## config.mk

```make
export PLATFORM = sky130hd
export DESIGN_NAME = pcd_dma
export DESIGN_NICKNAME = d
export VERILOG_FILES = /design/src/logic/pcd_dma.v /design/src/logic/pcd_cycle_gen.v
export VERILOG_INCLUDE_DIRS = /design/src /design/src/logic
export SDC_FILE = /design/constraint.sdc
export NUM_CORES = 1
export LEC_CHECK = 0
export ABC_CLOCK_PERIOD_IN_PS = 3300
export BUFFER_PORTS_ARGS = -buffer_cell sky130_fd_sc_hd__buf_2
export CAP_MARGIN = 5
export CORE_UTILIZATION = 45
export CTS_BUF_LIST = sky130_fd_sc_hd__clkbuf_16
export CTS_CLUSTER_DIAMETER = 60
export DETAILED_ROUTE_END_ITERATION = 6
export GPL_TIMING_DRIVEN = 0
export PLACE_DENSITY = 0.68
export SYNTH_ARGS = -nofsm -noshare
export SYNTH_HDL_FRONTEND = slang
export SYNTH_HIERARCHICAL = 1
export SYNTH_SLANG_ARGS = --single-unit
export TNS_END_PERCENT = 100
```

## constraint.sdc

```tcl
create_clock -name sys_clk -period 3.3 [get_ports sys_clk]
set_clock_uncertainty 0.1 [all_clocks]
set_input_delay 0.66 -clock sys_clk [delete_from_list [all_inputs] [get_ports sys_clk]]
set_output_delay 0.66 -clock sys_clk [all_outputs]
set_load 0.03 [all_outputs]
```

## src/logic/pcd_defs.vh

```
`ifndef PCD_DEFS_VH
`define PCD_DEFS_VH

// Register byte offsets
`define PCD_OFF_EXT_CTRL1   8'h00
`define PCD_OFF_MISC_CTRL2  8'h04
`define PCD_OFF_STATUS      8'h08
`define PCD_OFF_CARD_CMD    8'h0C
`define PCD_OFF_CARD_ADDR   8'h10
`define PCD_OFF_CARD_DATA   8'h14

// Field positions
`define PCD_SEL_HI          7
`define PCD_SEL_LO          6
`define PCD_HS_EN_BIT       2
`define PCD_DMA_EN_BIT      6
`define PCD_STS_DRQ_BIT     0
`define PCD_STS_DACK_BIT    1
`define PCD_STS_BUSY_BIT    2
`define PCD_STS_PEND_BIT    3
`define PCD_STS_IOIS16_BIT  4
`define PCD_CMD_KIND_HI     1
`define PCD_CMD_KIND_LO     0
`define PCD_CMD_WR_BIT      2
`define PCD_CMD_WIDE_BIT    3
`define PCD_CMD_GO_BIT      8

// Request select codes
`define PCD_SEL_NONE        2'h0
`define PCD_SEL_INPACK      2'h1
`define PCD_SEL_IOIS16      2'h2
`define PCD_SEL_SPKR        2'h3

// Card cycle kinds
`define PCD_KIND_MEM        2'h0
`define PCD_KIND_ATTR       2'h1
`define PCD_KIND_IO         2'h2
`define PCD_KIND_DMA        2'h3

// AXI responses
`define PCD_RESP_OKAY       2'h0
`define PCD_RESP_SLVERR     2'h2

// Timing
`define PCD_CLK_NS          100
`define PCD_STROBE_NS       300

`endif

```

## src/logic/pcd_dma.v

```verilog
`timescale 1ns/1ns
`include "pcd_defs.vh"

module pcd_dma #(
  parameter DATA_W = 16,
  parameter ADDR_W = 16,
  parameter AXI_AW = 8
) (
  input  wire              sys_clk,
  input  wire              rst_b,
  input  wire [AXI_AW-1:0] s_axi_awaddr,
  input  wire              s_axi_awvalid,
  output wire              s_axi_awready,
  input  wire [31:0]       s_axi_wdata,
  input  wire [3:0]        s_axi_wstrb,
  input  wire              s_axi_wvalid,
  output wire              s_axi_wready,
  output reg  [1:0]        s_axi_bresp,
  output reg               s_axi_bvalid,
  input  wire              s_axi_bready,
  input  wire [AXI_AW-1:0] s_axi_araddr,
  input  wire              s_axi_arvalid,
  output wire              s_axi_arready,
  output reg  [31:0]       s_axi_rdata,
  output reg  [1:0]        s_axi_rresp,
  output reg               s_axi_rvalid,
  input  wire              s_axi_rready,
  input  wire              fifo_empty,
  input  wire              isa_irq9_in,
  input  wire              isa_ior_b,
  input  wire              isa_iow_b,
  input  wire              isa_tc_in,
  input  wire              isa_dma16,
  input  wire [DATA_W-1:0] isa_d_in,
  output reg  [DATA_W-1:0] isa_d_out_reg,
  output wire              isa_d_oe,
  output wire              isa_rdy,
  output wire              isa_irq10_out,
  output wire              isa_irq10_oe,
  input  wire              card_inpack_b,
  input  wire              card_iois16_b,
  input  wire              card_spkr_b,
  output wire              spkr_out,
  input  wire [DATA_W-1:0] card_d_in,
  output wire [DATA_W-1:0] card_d_out,
  output wire              card_d_oe,
  output wire [ADDR_W-1:0] card_addr,
  output wire [1:0]        card_ce_b,
  output wire              card_we_b,
  output wire              card_oe_b,
  output wire              card_iord_b,
  output wire              card_iowr_b,
  output wire              card_reg_b
);

  localparam integer SYNC_W = DATA_W + 8;

  // Picks the active-low request pin named by the select field
  function req_pick;
    input [1:0] sel;
    input       inpack_b;
    input       iois16_b;
    input       spkr_b;
    begin
      case (sel)
        `PCD_SEL_INPACK: req_pick = ~inpack_b;
        `PCD_SEL_IOIS16: req_pick = ~iois16_b;
        `PCD_SEL_SPKR:   req_pick = ~spkr_b;
        default:         req_pick = 1'b0;
      endcase
    end
  endfunction

  // Pin synchroniser: first stage read only by the second
  wire [SYNC_W-1:0] pin_raw;
  reg  [SYNC_W-1:0] pin_s1_reg;
  reg  [SYNC_W-1:0] pin_s2_reg;

  assign pin_raw = {isa_d_in, isa_dma16, isa_tc_in, isa_iow_b, isa_ior_b,
                    isa_irq9_in, card_spkr_b, card_iois16_b, card_inpack_b};

  always @(posedge sys_clk or negedge rst_b) begin
    if (!rst_b) begin
      pin_s1_reg <= {SYNC_W{1'b1}};
      pin_s2_reg <= {SYNC_W{1'b1}};
    end else begin
      pin_s1_reg <= pin_raw;
      pin_s2_reg <= pin_s1_reg;
    end
  end

  wire              inpack_b_s = pin_s2_reg[0];
  wire              iois16_b_s = pin_s2_reg[1];
  wire              spkr_b_s   = pin_s2_reg[2];
  wire              dack_b_s   = pin_s2_reg[3];
  wire              ior_b_s    = pin_s2_reg[4];
  wire              iow_b_s    = pin_s2_reg[5];
  wire              tc_s       = pin_s2_reg[6];
  wire              dma16_s    = pin_s2_reg[7];
  wire [DATA_W-1:0] isa_d_s    = pin_s2_reg[SYNC_W-1:8];

  // Registers
  reg  [1:0]        sel_reg;
  reg               hs_en_reg;
  reg               dma_en_reg;
  reg  [1:0]        cmd_kind_reg;
  reg               cmd_wr_reg;
  reg               cmd_wide_reg;
  reg  [ADDR_W-1:0] cmd_addr_reg;
  reg  [DATA_W-1:0] cmd_data_reg;
  reg  [DATA_W-1:0] rd_data_reg;
  reg               ord_pend_reg;

  // DMA transfer state
  reg               ior_prev_reg;
  reg               iow_prev_reg;
  reg               dma_pend_reg;
  reg               dma_wr_reg;
  reg               dma_tc_reg;
  reg               dma_wide_reg;
  reg  [DATA_W-1:0] dma_data_reg;
  reg               start_reg;
  reg               own_dma_reg;
  reg               dma_run_reg;

  wire              gen_busy;
  wire              gen_done;
  wire [DATA_W-1:0] gen_rdata;

  wire dma_mode = dma_en_reg & hs_en_reg;
  wire dma_ok   = dma_mode & (sel_reg != `PCD_SEL_NONE);
  wire dack_on  = dma_ok & ~dack_b_s;
  wire req_on   = req_pick(sel_reg, inpack_b_s, iois16_b_s, spkr_b_s);
  wire ior_fall = ior_prev_reg & ~ior_b_s;
  wire iow_fall = iow_prev_reg & ~iow_b_s;

  // Request leaves only while socket FIFO is drained
  assign isa_irq10_out = dma_ok & req_on & fifo_empty;
  assign isa_irq10_oe  = dma_mode;
  // Speaker path is lost when that pin carries the request
  assign spkr_out      = (sel_reg == `PCD_SEL_SPKR) ? 1'b0 : ~spkr_b_s;
  // Holds the system strobe until the card side has finished
  assign isa_rdy       = ~(dma_pend_reg | dma_run_reg);
  assign isa_d_oe      = dack_on & ~ior_b_s & ~dma_run_reg & ~dma_pend_reg;

  // Capture system DMA strobes while acknowledged
  always @(posedge sys_clk or negedge rst_b) begin
    if (!rst_b) begin
      ior_prev_reg  <= 1'b1;
      iow_prev_reg  <= 1'b1;
      dma_pend_reg  <= 1'b0;
      dma_wr_reg    <= 1'b0;
      dma_tc_reg    <= 1'b0;
      dma_wide_reg  <= 1'b0;
      dma_data_reg  <= {DATA_W{1'b0}};
      isa_d_out_reg <= {DATA_W{1'b0}};
    end else begin
      ior_prev_reg <= ior_b_s;
      iow_prev_reg <= iow_b_s;
      if (dack_on && !dma_pend_reg && !dma_run_reg && (ior_fall || iow_fall)) begin
        dma_pend_reg <= 1'b1;
        dma_wr_reg   <= iow_fall;
        dma_tc_reg   <= dma_en_reg & tc_s;
        dma_wide_reg <= dma16_s;
        dma_data_reg <= isa_d_s;
      end else if (start_reg && own_dma_reg) begin
        dma_pend_reg <= 1'b0;
      end
      if (gen_done && own_dma_reg && !dma_wr_reg) begin
        isa_d_out_reg <= gen_rdata;
      end
    end
  end

  // Card cycle arbiter: DMA first, ordinary accesses fill the gaps
  always @(posedge sys_clk or negedge rst_b) begin
    if (!rst_b) begin
      start_reg   <= 1'b0;
      own_dma_reg <= 1'b0;
      dma_run_reg <= 1'b0;
    end else begin
      start_reg <= 1'b0;
      if (gen_done) begin
        dma_run_reg <= 1'b0;
      end
      if (!gen_busy && !start_reg) begin
        if (dma_pend_reg) begin
          start_reg   <= 1'b1;
          own_dma_reg <= 1'b1;
          dma_run_reg <= 1'b1;
        end else if (ord_pend_reg) begin
          start_reg   <= 1'b1;
          own_dma_reg <= 1'b0;
        end
      end
    end
  end

  wire [1:0]        gen_kind  = own_dma_reg ? `PCD_KIND_DMA :
                                (dma_ok || cmd_kind_reg != `PCD_KIND_DMA) ? cmd_kind_reg :
                                `PCD_KIND_IO;
  wire              gen_wr    = own_dma_reg ? dma_wr_reg : cmd_wr_reg;
  wire              gen_tc    = own_dma_reg & dma_tc_reg;
  wire              gen_wide  = own_dma_reg ? dma_wide_reg : cmd_wide_reg;
  wire [DATA_W-1:0] gen_wdata = own_dma_reg ? dma_data_reg : cmd_data_reg;

  pcd_cycle_gen #(
    .DATA_W (DATA_W),
    .ADDR_W (ADDR_W)
  ) u_cycle (
    .sys_clk         (sys_clk),
    .rst_b           (rst_b),
    .start           (start_reg),
    .kind            (gen_kind),
    .wr              (gen_wr),
    .tc              (gen_tc),
    .wide            (gen_wide),
    .addr            (cmd_addr_reg),
    .wdata           (gen_wdata),
    .card_d_in       (card_d_in),
    .busy            (gen_busy),
    .done_reg        (gen_done),
    .rdata_reg       (gen_rdata),
    .card_we_b_reg   (card_we_b),
    .card_oe_b_reg   (card_oe_b),
    .card_iord_b_reg (card_iord_b),
    .card_iowr_b_reg (card_iowr_b),
    .card_reg_b_reg  (card_reg_b),
    .card_ce_b_reg   (card_ce_b),
    .card_addr_reg   (card_addr),
    .card_d_out_reg  (card_d_out),
    .card_d_oe_reg   (card_d_oe)
  );

  // AXI4-Lite write: address and data taken together
  wire              wr_take = s_axi_awvalid & s_axi_wvalid & ~s_axi_bvalid;
  wire [AXI_AW-1:0] wa      = s_axi_awaddr;
  wire              wa_map  = (wa == `PCD_OFF_EXT_CTRL1) || (wa == `PCD_OFF_MISC_CTRL2) ||
                              (wa == `PCD_OFF_STATUS) || (wa == `PCD_OFF_CARD_CMD) ||
                              (wa == `PCD_OFF_CARD_ADDR) || (wa == `PCD_OFF_CARD_DATA);
  wire              go_wr   = wr_take && (wa == `PCD_OFF_CARD_CMD) && s_axi_wstrb[1] &&
                              s_axi_wdata[`PCD_CMD_GO_BIT];

  assign s_axi_awready = wr_take;
  assign s_axi_wready  = wr_take;

  always @(posedge sys_clk or negedge rst_b) begin
    if (!rst_b) begin
      s_axi_bvalid <= 1'b0;
      s_axi_bresp  <= `PCD_RESP_OKAY;
      sel_reg      <= `PCD_SEL_NONE;
      hs_en_reg    <= 1'b0;
      dma_en_reg   <= 1'b0;
      cmd_kind_reg <= `PCD_KIND_MEM;
      cmd_wr_reg   <= 1'b0;
      cmd_wide_reg <= 1'b0;
      cmd_addr_reg <= {ADDR_W{1'b0}};
      cmd_data_reg <= {DATA_W{1'b0}};
      ord_pend_reg <= 1'b0;
    end else begin
      if (s_axi_bvalid && s_axi_bready) begin
        s_axi_bvalid <= 1'b0;
      end
      // The clear wins over a new command in the same cycle; that GO is ignored
      if (go_wr && !ord_pend_reg) begin
        ord_pend_reg <= 1'b1;
      end else if (start_reg && !own_dma_reg) begin
        ord_pend_reg <= 1'b0;
      end
      if (wr_take) begin
        s_axi_bvalid <= 1'b1;
        s_axi_bresp  <= wa_map ? `PCD_RESP_OKAY : `PCD_RESP_SLVERR;
        if (s_axi_wstrb[0]) begin
          if (wa == `PCD_OFF_EXT_CTRL1) begin
            sel_reg <= s_axi_wdata[`PCD_SEL_HI:`PCD_SEL_LO];
          end
          if (wa == `PCD_OFF_MISC_CTRL2) begin
            hs_en_reg  <= s_axi_wdata[`PCD_HS_EN_BIT];
            dma_en_reg <= s_axi_wdata[`PCD_DMA_EN_BIT];
          end
          // Command fields are frozen while a command waits
          if (wa == `PCD_OFF_CARD_CMD && !ord_pend_reg) begin
            cmd_kind_reg <= s_axi_wdata[`PCD_CMD_KIND_HI:`PCD_CMD_KIND_LO];
            cmd_wr_reg   <= s_axi_wdata[`PCD_CMD_WR_BIT];
            cmd_wide_reg <= s_axi_wdata[`PCD_CMD_WIDE_BIT];
          end
          if (wa == `PCD_OFF_CARD_ADDR && !ord_pend_reg) begin
            cmd_addr_reg[7:0] <= s_axi_wdata[7:0];
          end
          if (wa == `PCD_OFF_CARD_DATA && !ord_pend_reg) begin
            cmd_data_reg[7:0] <= s_axi_wdata[7:0];
          end
        end
        if (s_axi_wstrb[1] && !ord_pend_reg) begin
          if (wa == `PCD_OFF_CARD_ADDR) begin
            cmd_addr_reg[ADDR_W-1:8] <= s_axi_wdata[ADDR_W-1:8];
          end
          if (wa == `PCD_OFF_CARD_DATA) begin
            cmd_data_reg[DATA_W-1:8] <= s_axi_wdata[DATA_W-1:8];
          end
        end
      end
    end
  end

  // Ordinary read result kept for software
  always @(posedge sys_clk or negedge rst_b) begin
    if (!rst_b) begin
      rd_data_reg <= {DATA_W{1'b0}};
    end else if (gen_done && !own_dma_reg && !cmd_wr_reg) begin
      rd_data_reg <= gen_rdata;
    end
  end

  // AXI4-Lite read
  reg [31:0] rd_mux;
  reg        rd_err;

  assign s_axi_arready = ~s_axi_rvalid;

  always @* begin
    rd_mux = 32'h00000000;
    rd_err = 1'b0;
    case (s_axi_araddr)
      `PCD_OFF_EXT_CTRL1: rd_mux[`PCD_SEL_HI:`PCD_SEL_LO] = sel_reg;
      `PCD_OFF_MISC_CTRL2: begin
        rd_mux[`PCD_HS_EN_BIT]  = hs_en_reg;
        rd_mux[`PCD_DMA_EN_BIT] = dma_en_reg;
      end
      `PCD_OFF_STATUS: begin
        rd_mux[`PCD_STS_DRQ_BIT]    = isa_irq10_out;
        rd_mux[`PCD_STS_DACK_BIT]   = dack_on;
        rd_mux[`PCD_STS_BUSY_BIT]   = gen_busy;
        rd_mux[`PCD_STS_PEND_BIT]   = ord_pend_reg;
        rd_mux[`PCD_STS_IOIS16_BIT] = (sel_reg == `PCD_SEL_IOIS16) & iois16_b_s;
      end
      `PCD_OFF_CARD_CMD: begin
        rd_mux[`PCD_CMD_KIND_HI:`PCD_CMD_KIND_LO] = cmd_kind_reg;
        rd_mux[`PCD_CMD_WR_BIT]   = cmd_wr_reg;
        rd_mux[`PCD_CMD_WIDE_BIT] = cmd_wide_reg;
        rd_mux[`PCD_CMD_GO_BIT]   = ord_pend_reg;
      end
      `PCD_OFF_CARD_ADDR: rd_mux[ADDR_W-1:0] = cmd_addr_reg;
      `PCD_OFF_CARD_DATA: rd_mux[DATA_W-1:0] = rd_data_reg;
      default: rd_err = 1'b1;
    endcase
  end

  always @(posedge sys_clk or negedge rst_b) begin
    if (!rst_b) begin
      s_axi_rvalid <= 1'b0;
      s_axi_rdata  <= 32'h00000000;
      s_axi_rresp  <= `PCD_RESP_OKAY;
    end else if (s_axi_arvalid && !s_axi_rvalid) begin
      s_axi_rvalid <= 1'b1;
      s_axi_rdata  <= rd_mux;
      s_axi_rresp  <= rd_err ? `PCD_RESP_SLVERR : `PCD_RESP_OKAY;
    end else if (s_axi_rvalid && s_axi_rready) begin
      s_axi_rvalid <= 1'b0;
    end
  end

endmodule

```

## src/logic/pcd_cycle_gen.v

```verilog
`timescale 1ns/1ns
`include "pcd_defs.vh"

module pcd_cycle_gen #(
  parameter DATA_W = 16,
  parameter ADDR_W = 16
) (
  input  wire              sys_clk,
  input  wire              rst_b,
  input  wire              start,
  input  wire [1:0]        kind,
  input  wire              wr,
  input  wire              tc,
  input  wire              wide,
  input  wire [ADDR_W-1:0] addr,
  input  wire [DATA_W-1:0] wdata,
  input  wire [DATA_W-1:0] card_d_in,
  output wire              busy,
  output reg               done_reg,
  output reg  [DATA_W-1:0] rdata_reg,
  output reg               card_we_b_reg,
  output reg               card_oe_b_reg,
  output reg               card_iord_b_reg,
  output reg               card_iowr_b_reg,
  output reg               card_reg_b_reg,
  output reg  [1:0]        card_ce_b_reg,
  output reg  [ADDR_W-1:0] card_addr_reg,
  output reg  [DATA_W-1:0] card_d_out_reg,
  output reg               card_d_oe_reg
);

  localparam [1:0] ST_IDLE   = 2'h0;
  localparam [1:0] ST_SETUP  = 2'h1;
  localparam [1:0] ST_STROBE = 2'h2;
  localparam [1:0] ST_HOLD   = 2'h3;
  // Least strobe time rounds up to whole clocks
  localparam integer STB_CYC = (`PCD_STROBE_NS + `PCD_CLK_NS - 1) / `PCD_CLK_NS;
  localparam integer STB_LAST_I = STB_CYC - 1;
  localparam [3:0] STB_LAST = STB_LAST_I[3:0];

  reg [1:0] state_reg;
  reg [1:0] kind_reg;
  reg       wr_reg;
  reg       tc_reg;
  reg [3:0] cnt_reg;

  assign busy = (state_reg != ST_IDLE);

  always @(posedge sys_clk or negedge rst_b) begin
    if (!rst_b) begin
      state_reg       <= ST_IDLE;
      kind_reg        <= `PCD_KIND_MEM;
      wr_reg          <= 1'b0;
      tc_reg          <= 1'b0;
      cnt_reg         <= 4'h0;
      done_reg        <= 1'b0;
      rdata_reg       <= {DATA_W{1'b0}};
      card_we_b_reg   <= 1'b1;
      card_oe_b_reg   <= 1'b1;
      card_iord_b_reg <= 1'b1;
      card_iowr_b_reg <= 1'b1;
      card_reg_b_reg  <= 1'b1;
      card_ce_b_reg   <= 2'h3;
      card_addr_reg   <= {ADDR_W{1'b0}};
      card_d_out_reg  <= {DATA_W{1'b0}};
      card_d_oe_reg   <= 1'b0;
    end else begin
      done_reg <= 1'b0;
      case (state_reg)
        ST_IDLE: begin
          if (start) begin
            kind_reg       <= kind;
            wr_reg         <= wr;
            tc_reg         <= tc;
            // Address carries nothing meaningful on DMA cycles
            card_addr_reg  <= (kind == `PCD_KIND_DMA) ? {ADDR_W{1'b0}} : addr;
            card_reg_b_reg <= (kind == `PCD_KIND_MEM) || (kind == `PCD_KIND_DMA);
            card_ce_b_reg  <= {~wide, 1'b0};
            card_d_out_reg <= wdata;
            card_d_oe_reg  <= wr;
            state_reg      <= ST_SETUP;
          end
        end
        ST_SETUP: begin
          case (kind_reg)
            `PCD_KIND_MEM, `PCD_KIND_ATTR: begin
              card_we_b_reg <= ~wr_reg;
              card_oe_b_reg <= wr_reg;
            end
            `PCD_KIND_IO: begin
              card_iowr_b_reg <= ~wr_reg;
              card_iord_b_reg <= wr_reg;
            end
            default: begin
              card_iowr_b_reg <= ~wr_reg;
              card_iord_b_reg <= wr_reg;
              card_we_b_reg   <= ~(wr_reg & tc_reg);
              card_oe_b_reg   <= ~(~wr_reg & tc_reg);
            end
          endcase
          cnt_reg   <= STB_LAST;
          state_reg <= ST_STROBE;
        end
        ST_STROBE: begin
          if (cnt_reg == 4'h0) begin
            rdata_reg       <= card_d_in;
            card_we_b_reg   <= 1'b1;
            card_oe_b_reg   <= 1'b1;
            card_iord_b_reg <= 1'b1;
            card_iowr_b_reg <= 1'b1;
            state_reg       <= ST_HOLD;
          end else begin
            cnt_reg <= cnt_reg - 4'h1;
          end
        end
        ST_HOLD: begin
          // Acknowledge level lasts only for the cycle itself
          card_reg_b_reg <= 1'b1;
          card_ce_b_reg  <= 2'h3;
          card_d_oe_reg  <= 1'b0;
          done_reg       <= 1'b1;
          state_reg      <= ST_IDLE;
        end
        default: state_reg <= ST_IDLE;
      endcase
    end
  end

endmodule

```

* After elaboration in Yosys (flattened, before gate mapping)
Index checks and enable logic that the tools add are counted.
** Operators by class
- Bitwise operators :: 33
- Equality and inequality tests :: 25
- Reductions and logical operators :: 70
- Add/sub/neg operators :: 1
- Muxes and demuxes :: 56
** Operators with widths (count)
- == test 8 x 4 -> 1 bit (second input constant) :: 4
- == test 8 x 5 -> 1 bit (second input constant) :: 4
- 2-to-1 mux 16 bit :: 2
- AND reduction 3 bit :: 9
- 2-to-1 mux 1 bit :: 25
- logical AND 1 bit :: 21
- one-hot mux 1 bit (2 select lines) :: 9
- nonzero test 2 bit :: 9
- AND 1 bit :: 17
- == test 8 x 3 -> 1 bit (second input constant) :: 2
- zero test 8 bit :: 2
- one-hot mux 2 bit (4 select lines) :: 2
- NOT 1 bit :: 15
- 2-to-1 mux 2 bit :: 7
- one-hot mux 7 bit (2 select lines) :: 1
- == test 2 bit (second input constant) :: 6
- one-hot mux 1 bit (3 select lines) :: 4
- AND reduction 2 bit :: 6
- != test 2 bit (second input constant) :: 5
- zero test 1 bit :: 9
- logical OR 1 bit :: 8
- one-hot mux 1 bit (4 select lines) :: 2
- one-hot mux 4 bit (2 select lines) :: 1
- == test 2 x 1 -> 1 bit (second input constant) :: 3
- other kinds (10) :: 12
** Word-level totals
- Output and inout bits :: 102
- Register bits :: 235

* Logic depth before layout (Yosys ltp)
- Depth in word-level cells :: 9
- Mapped depth :: 8
- Depth with buffers taken out :: 7

* By module
The synthesis kept the hierarchy.
** By module, submodules not included
- pcd_dma :: cells an instance 454, times used 1, area each 6626.4 sq um
- pcd_cycle_gen :: cells an instance 225, times used 1, area each 2847.7 sq um

* Worst setup path before layout
OpenSTA, ideal clock, no wires.
- Path kind :: input port to flip-flop
- From :: input s_axi_awaddr[1]
- To :: register cmd_addr_reg[10]
- Data arrival time :: 2.192 ns
- Stages :: 5
- Setup slack :: 0.883 ns
- Path buffers :: 1
- Setup time :: 0.125 ns
- Cells stage by stage :: or4_4 nor4b_4 and3b_2 buf_6 mux2_2
** Between the ends
- Cells in the longest elaborated chain, start to end :: 2
** RTL lines
- from (decl) :: RTL line pcd_dma.v:11 : input wire [AXI_AW-1:0] s_axi_awaddr,
- == test 8 x 5 -> 1 bit (no line)
- AND reduction 3 bit (no line)
- to (signal assigned) :: RTL line pcd_dma.v:257 : cmd_addr_reg <= {ADDR_W{1'b0}};
- to (signal, indexed assignment) :: RTL line pcd_dma.v:296 : cmd_addr_reg[ADDR_W-1:8] <= s_axi_wdata[ADDR_W-1:8];
- to (decl) :: RTL line pcd_dma.v:109 : reg [ADDR_W-1:0] cmd_addr_reg;
No other way between the ends.
A chain may end at the register's enable or synchronous reset.

* Worst setup path after layout
- From :: register sel_reg[0]
- To :: output isa_d_oe
** Between the ends
- Cells in the longest elaborated chain, start to end :: 6
** RTL lines
- from (decl) :: RTL line pcd_dma.v:103 : reg [1:0] sel_reg;
- from (signal assigned) :: RTL line pcd_dma.v:251 : sel_reg <= `PCD_SEL_NONE;
- from (signal assigned) :: RTL line pcd_dma.v:275 : sel_reg <= s_axi_wdata[`PCD_SEL_HI:`PCD_SEL_LO];
- nonzero test 2 bit (no line)
- AND 1 bit :: RTL line pcd_dma.v:131 : wire dma_ok = dma_mode & (sel_reg != `PCD_SEL_NONE);
- AND 1 bit :: RTL line pcd_dma.v:132 : wire dack_on = dma_ok & ~dack_b_s;
- AND 1 bit (3 in series) :: RTL line pcd_dma.v:144 : assign isa_d_oe = dack_on & ~ior_b_s & ~dma_run_reg & ~dma_pend_reg;
- to (decl) :: RTL line pcd_dma.v:36 : output wire isa_d_oe,
No other way between the ends.

==> key figures <==
Critical path
  • CP startpoint: sel_reg[0]
  • Critical Path Sink: isa_d_oe
  • Reg2Reg Launch Point: own_dma_reg
  • Worst setup EP type: output port
  • CP max FO: 7
  • Crit path launch type: flop
  • Critical Path RT: 2.54 ns
  • Crit path DAT: 1.94 ns
  • RR Endpoint: u_cycle/card_addr_reg[13]
  • Reg2reg path depth: 7
  • Critical path class: reg -> out
  • Flop-to-flop setup slack: 0.91 ns

Flow run
  • Max_cap viols: 0

CTS
  • CTS tree: done
  • Root Buffer Master: clkbuf_16
  • Htree depth: 1
  • Worst-skew pair later-pin latency: 0.52 ns
  • Clk sinks: 233
  • Post-CTS Resized: 0
  • Hold buffers post-CTS: 0
  • Num CTS Buffers: 25
  • Clock transition at the registers of the reported paths: 0.06 ns
  • Clock Path Buffers: 3
  • Setup bufs post-CTS: 0

Power and ir drop
  • Cell Pwr Density: 653.7 nW/µm²
  • VDD IR max: 0.3944 mV
  • P_leak: 5.741 nW
  • Power Total: 7.596 mW

Drt
  • Total wire length: 20,040 µm
  • Wire per inst: 17.02 µm
  • Iter 0 DRT Violations: 177
  • DRC Markers: 0
  • First-pass DRT Iterations: 4
  • Via Count: 5,819
  • Vias/cell: 4.944
  • Antenna Nets Post-Route: 0

Logic synthesis
  • Yosys top cell area share: 46.49%
  • Top post-synthesis cells by area: dfrtp_1 (46%), mux2_2 (17%), dfstp_2 (16%)
  • Synth Area in XOR/XNOR: 0.09245%
  • Synth unique cells: 64
  • Post-synthesis compound-gate area fraction: 5.560%
  • Post-synth EDFFs: 0
  • Top post-synthesis cells by count: dfrtp_1 (176), mux2_2 (146), dfstp_2 (57), nand2_1 (54), o21ai_0 (37)
  • Number of synthesis warnings: 6
  • Yosys top cell by area: dfrtp_1
  • Cells after Synth: 679
  • Synthesized area: 9474 µm²
  • FF+latch count, synth: 233
  • Post-synth ARST share: 100.0%
  • Synthesized area per cell: 13.95 µm²
  • Mux cell area share after synthesis: 19.37%
  • Post-Synth Simple-Gate Area: 8.267%
  • Adder-cell share of the synthesized area: 0.9245%
  • Main combinational cell family by area after synthesis: multiplexers
  • Ys flop type: dfrtp_1
  • Most instantiated library cell after synthesis: dfrtp_1
  • Sequential element share of the synthesized area: 62.30%

Die
  • Initial Utilization: 46.37%
  • Die Y: 147.1 µm
  • I/O pins: 202
  • Site row count: 52
  • Die Wd: 147.1 µm
  • Die area: 21,640 µm²
  • Core area: 20,430 µm²

Timing
  • Fin Setup TNS: 0 ns
  • Final min period: 2.700 ns
  • Highest Clock Rate: 370.4 MHz
  • Final hold vios: 0
  • WHS: 0.1140 ns
  • Max Slew Vio Count: 0
  • RSZ-0062 raised after global routing: no
  • Final cycle utilization of the critical path: 81.81%
  • Final setup viols: 0
  • Slew @ Worst Pin: 0.8750 ns
  • Worst rel slew slack: 41.66%

GRT
  • Met1 GRT Util: 28.20%
  • Congestion Overflow GR: 0
  • All-Layer GR Usage: 19.25%
  • First-pass GRT wire length: 32,510 µm
  • GRT Max-Usage Layer: met2
  • Vias in the first global route: 5,817
  • GR Util met2: 28.73%
  • Largest net degree at the start of global routing: 119
  • Met3 usage: 3.602%
  • Antenna violations before repair: 1

Final layout
  • Area delta synth->final: 22.65%
  • Fraction of layout cells with a size suffix above 1: 50.17%
  • Antenna cells: 0
  • Nets: 995

Run status
  • Status: finished clean

Place
  • I/O Buffers: 164
  • GP Congestion: 0.8240
  • DP HPWL: 14,580 µm

Hold path
  • Worst hold path type: in -> async
-- placed cells by master, fill, tap and decap left out, types with 3 or more instances in the layout --
master,count
buf_4,19
nor2b_1,4
dfstp_2,57
o22a_1,5
nor3_1,11
nand2_1,54
a21oi_1,7
buf_2,167
clkinv_2,8
nand4b_1,3
dfrtp_1,176
inv_1,15
nand3b_1,5
conb_1,18
a2bb2oi_1,4
mux2i_1,15
mux2_2,146
a221oi_1,3
nand2b_1,23
a21o_1,3
clkbuf_16,25
nor2_1,11
buf_6,4
bufinv_16,6
ha_1,7
o21ai_0,37
o2bb2ai_1,3
clkbuf_1,13
-- how the worst min path moves through the flow --
stage	startpoint	to	slack [ns]	cells after the start
finish	rst_b	u_cycle/card_d_out_reg[12]	0.11	1
floorplan	pin_s1_reg[0]	pin_s2_reg[0]	0.25	0
global route	isa_d_in[10]	pin_s1_reg[18]	0.11	1
CTS	card_spkr_b	pin_s1_reg[2]	0.11	1
detailed placement	pin_s1_reg[19]	pin_s2_reg[19]	0.25	0
global placement	pin_s1_reg[19]	pin_s2_reg[19]	0.25	0
-- through the flow --
stage                     worst slack (ns)  cells  util (%)  area, µm²
final                               0.6003   1177     56.88      11620
after global routing                0.4984   1177     56.88      11620
after CTS                           0.5727   1177     56.88      11620
after detailed placement            0.6778   1131     52.54      10730
after global placement              -2.560   1130     52.36      10700
after floorplan                     0.8835    696         -       9538
-- per-layer routing --
| layer | wire length, µm | part of all wire, % | up-vias |
|---|---|---|---|
| met5 | 13 | 0.065 | - |
| met4 | 553 | 2.8 | 2 |
| met3 | 1100 | 5.5 | 38 |
| met2 | 8875 | 44 | 177 |
| met1 | 9493 | 47 | 2829 |
| li1 | - | - | 2773 |
-- area by class of cell --
cell class	instances	area [µm²]
sequential	233	5902
inverter	13	48.80
multi-input combinational	407	3309
tap	270	337.8
fill	1724	8810
clock buffer	25	625.6
timing repair buffer	165	858.3
buffer	43	277.8
clock inverter	21	260.3
-- critical path, cell delays in order, from the launching register on --
cell and delay, ns:
dfrtp_1 0.47, o211ai_2 0.17, or4_4 0.48, nor2_1 0.10, buf_2 0.20
-- power by group --
group,switching [mW],total (mW),internal [mW]
registers,0.231,3.47,3.24
logic,0.595,1.15,0.555
clock network,1.13,2.98,1.85
-- cell families (layout without fill, tap and decap cells) --
| group | count (synthesis) | count (layout) |
|---|---|---|
| fa+ha+maj | 7 | 7 |
| mux | 163 | 163 |
| other cells | 1 | 18 |
| buf+inv | 56 | 267 |
| flops | 233 | 233 |
| xor+xnor | 1 | 1 |
| compound gates | 79 | 79 |
| simple gates | 139 | 139 |
Note: power is estimated with default switching activity, not from simulation.
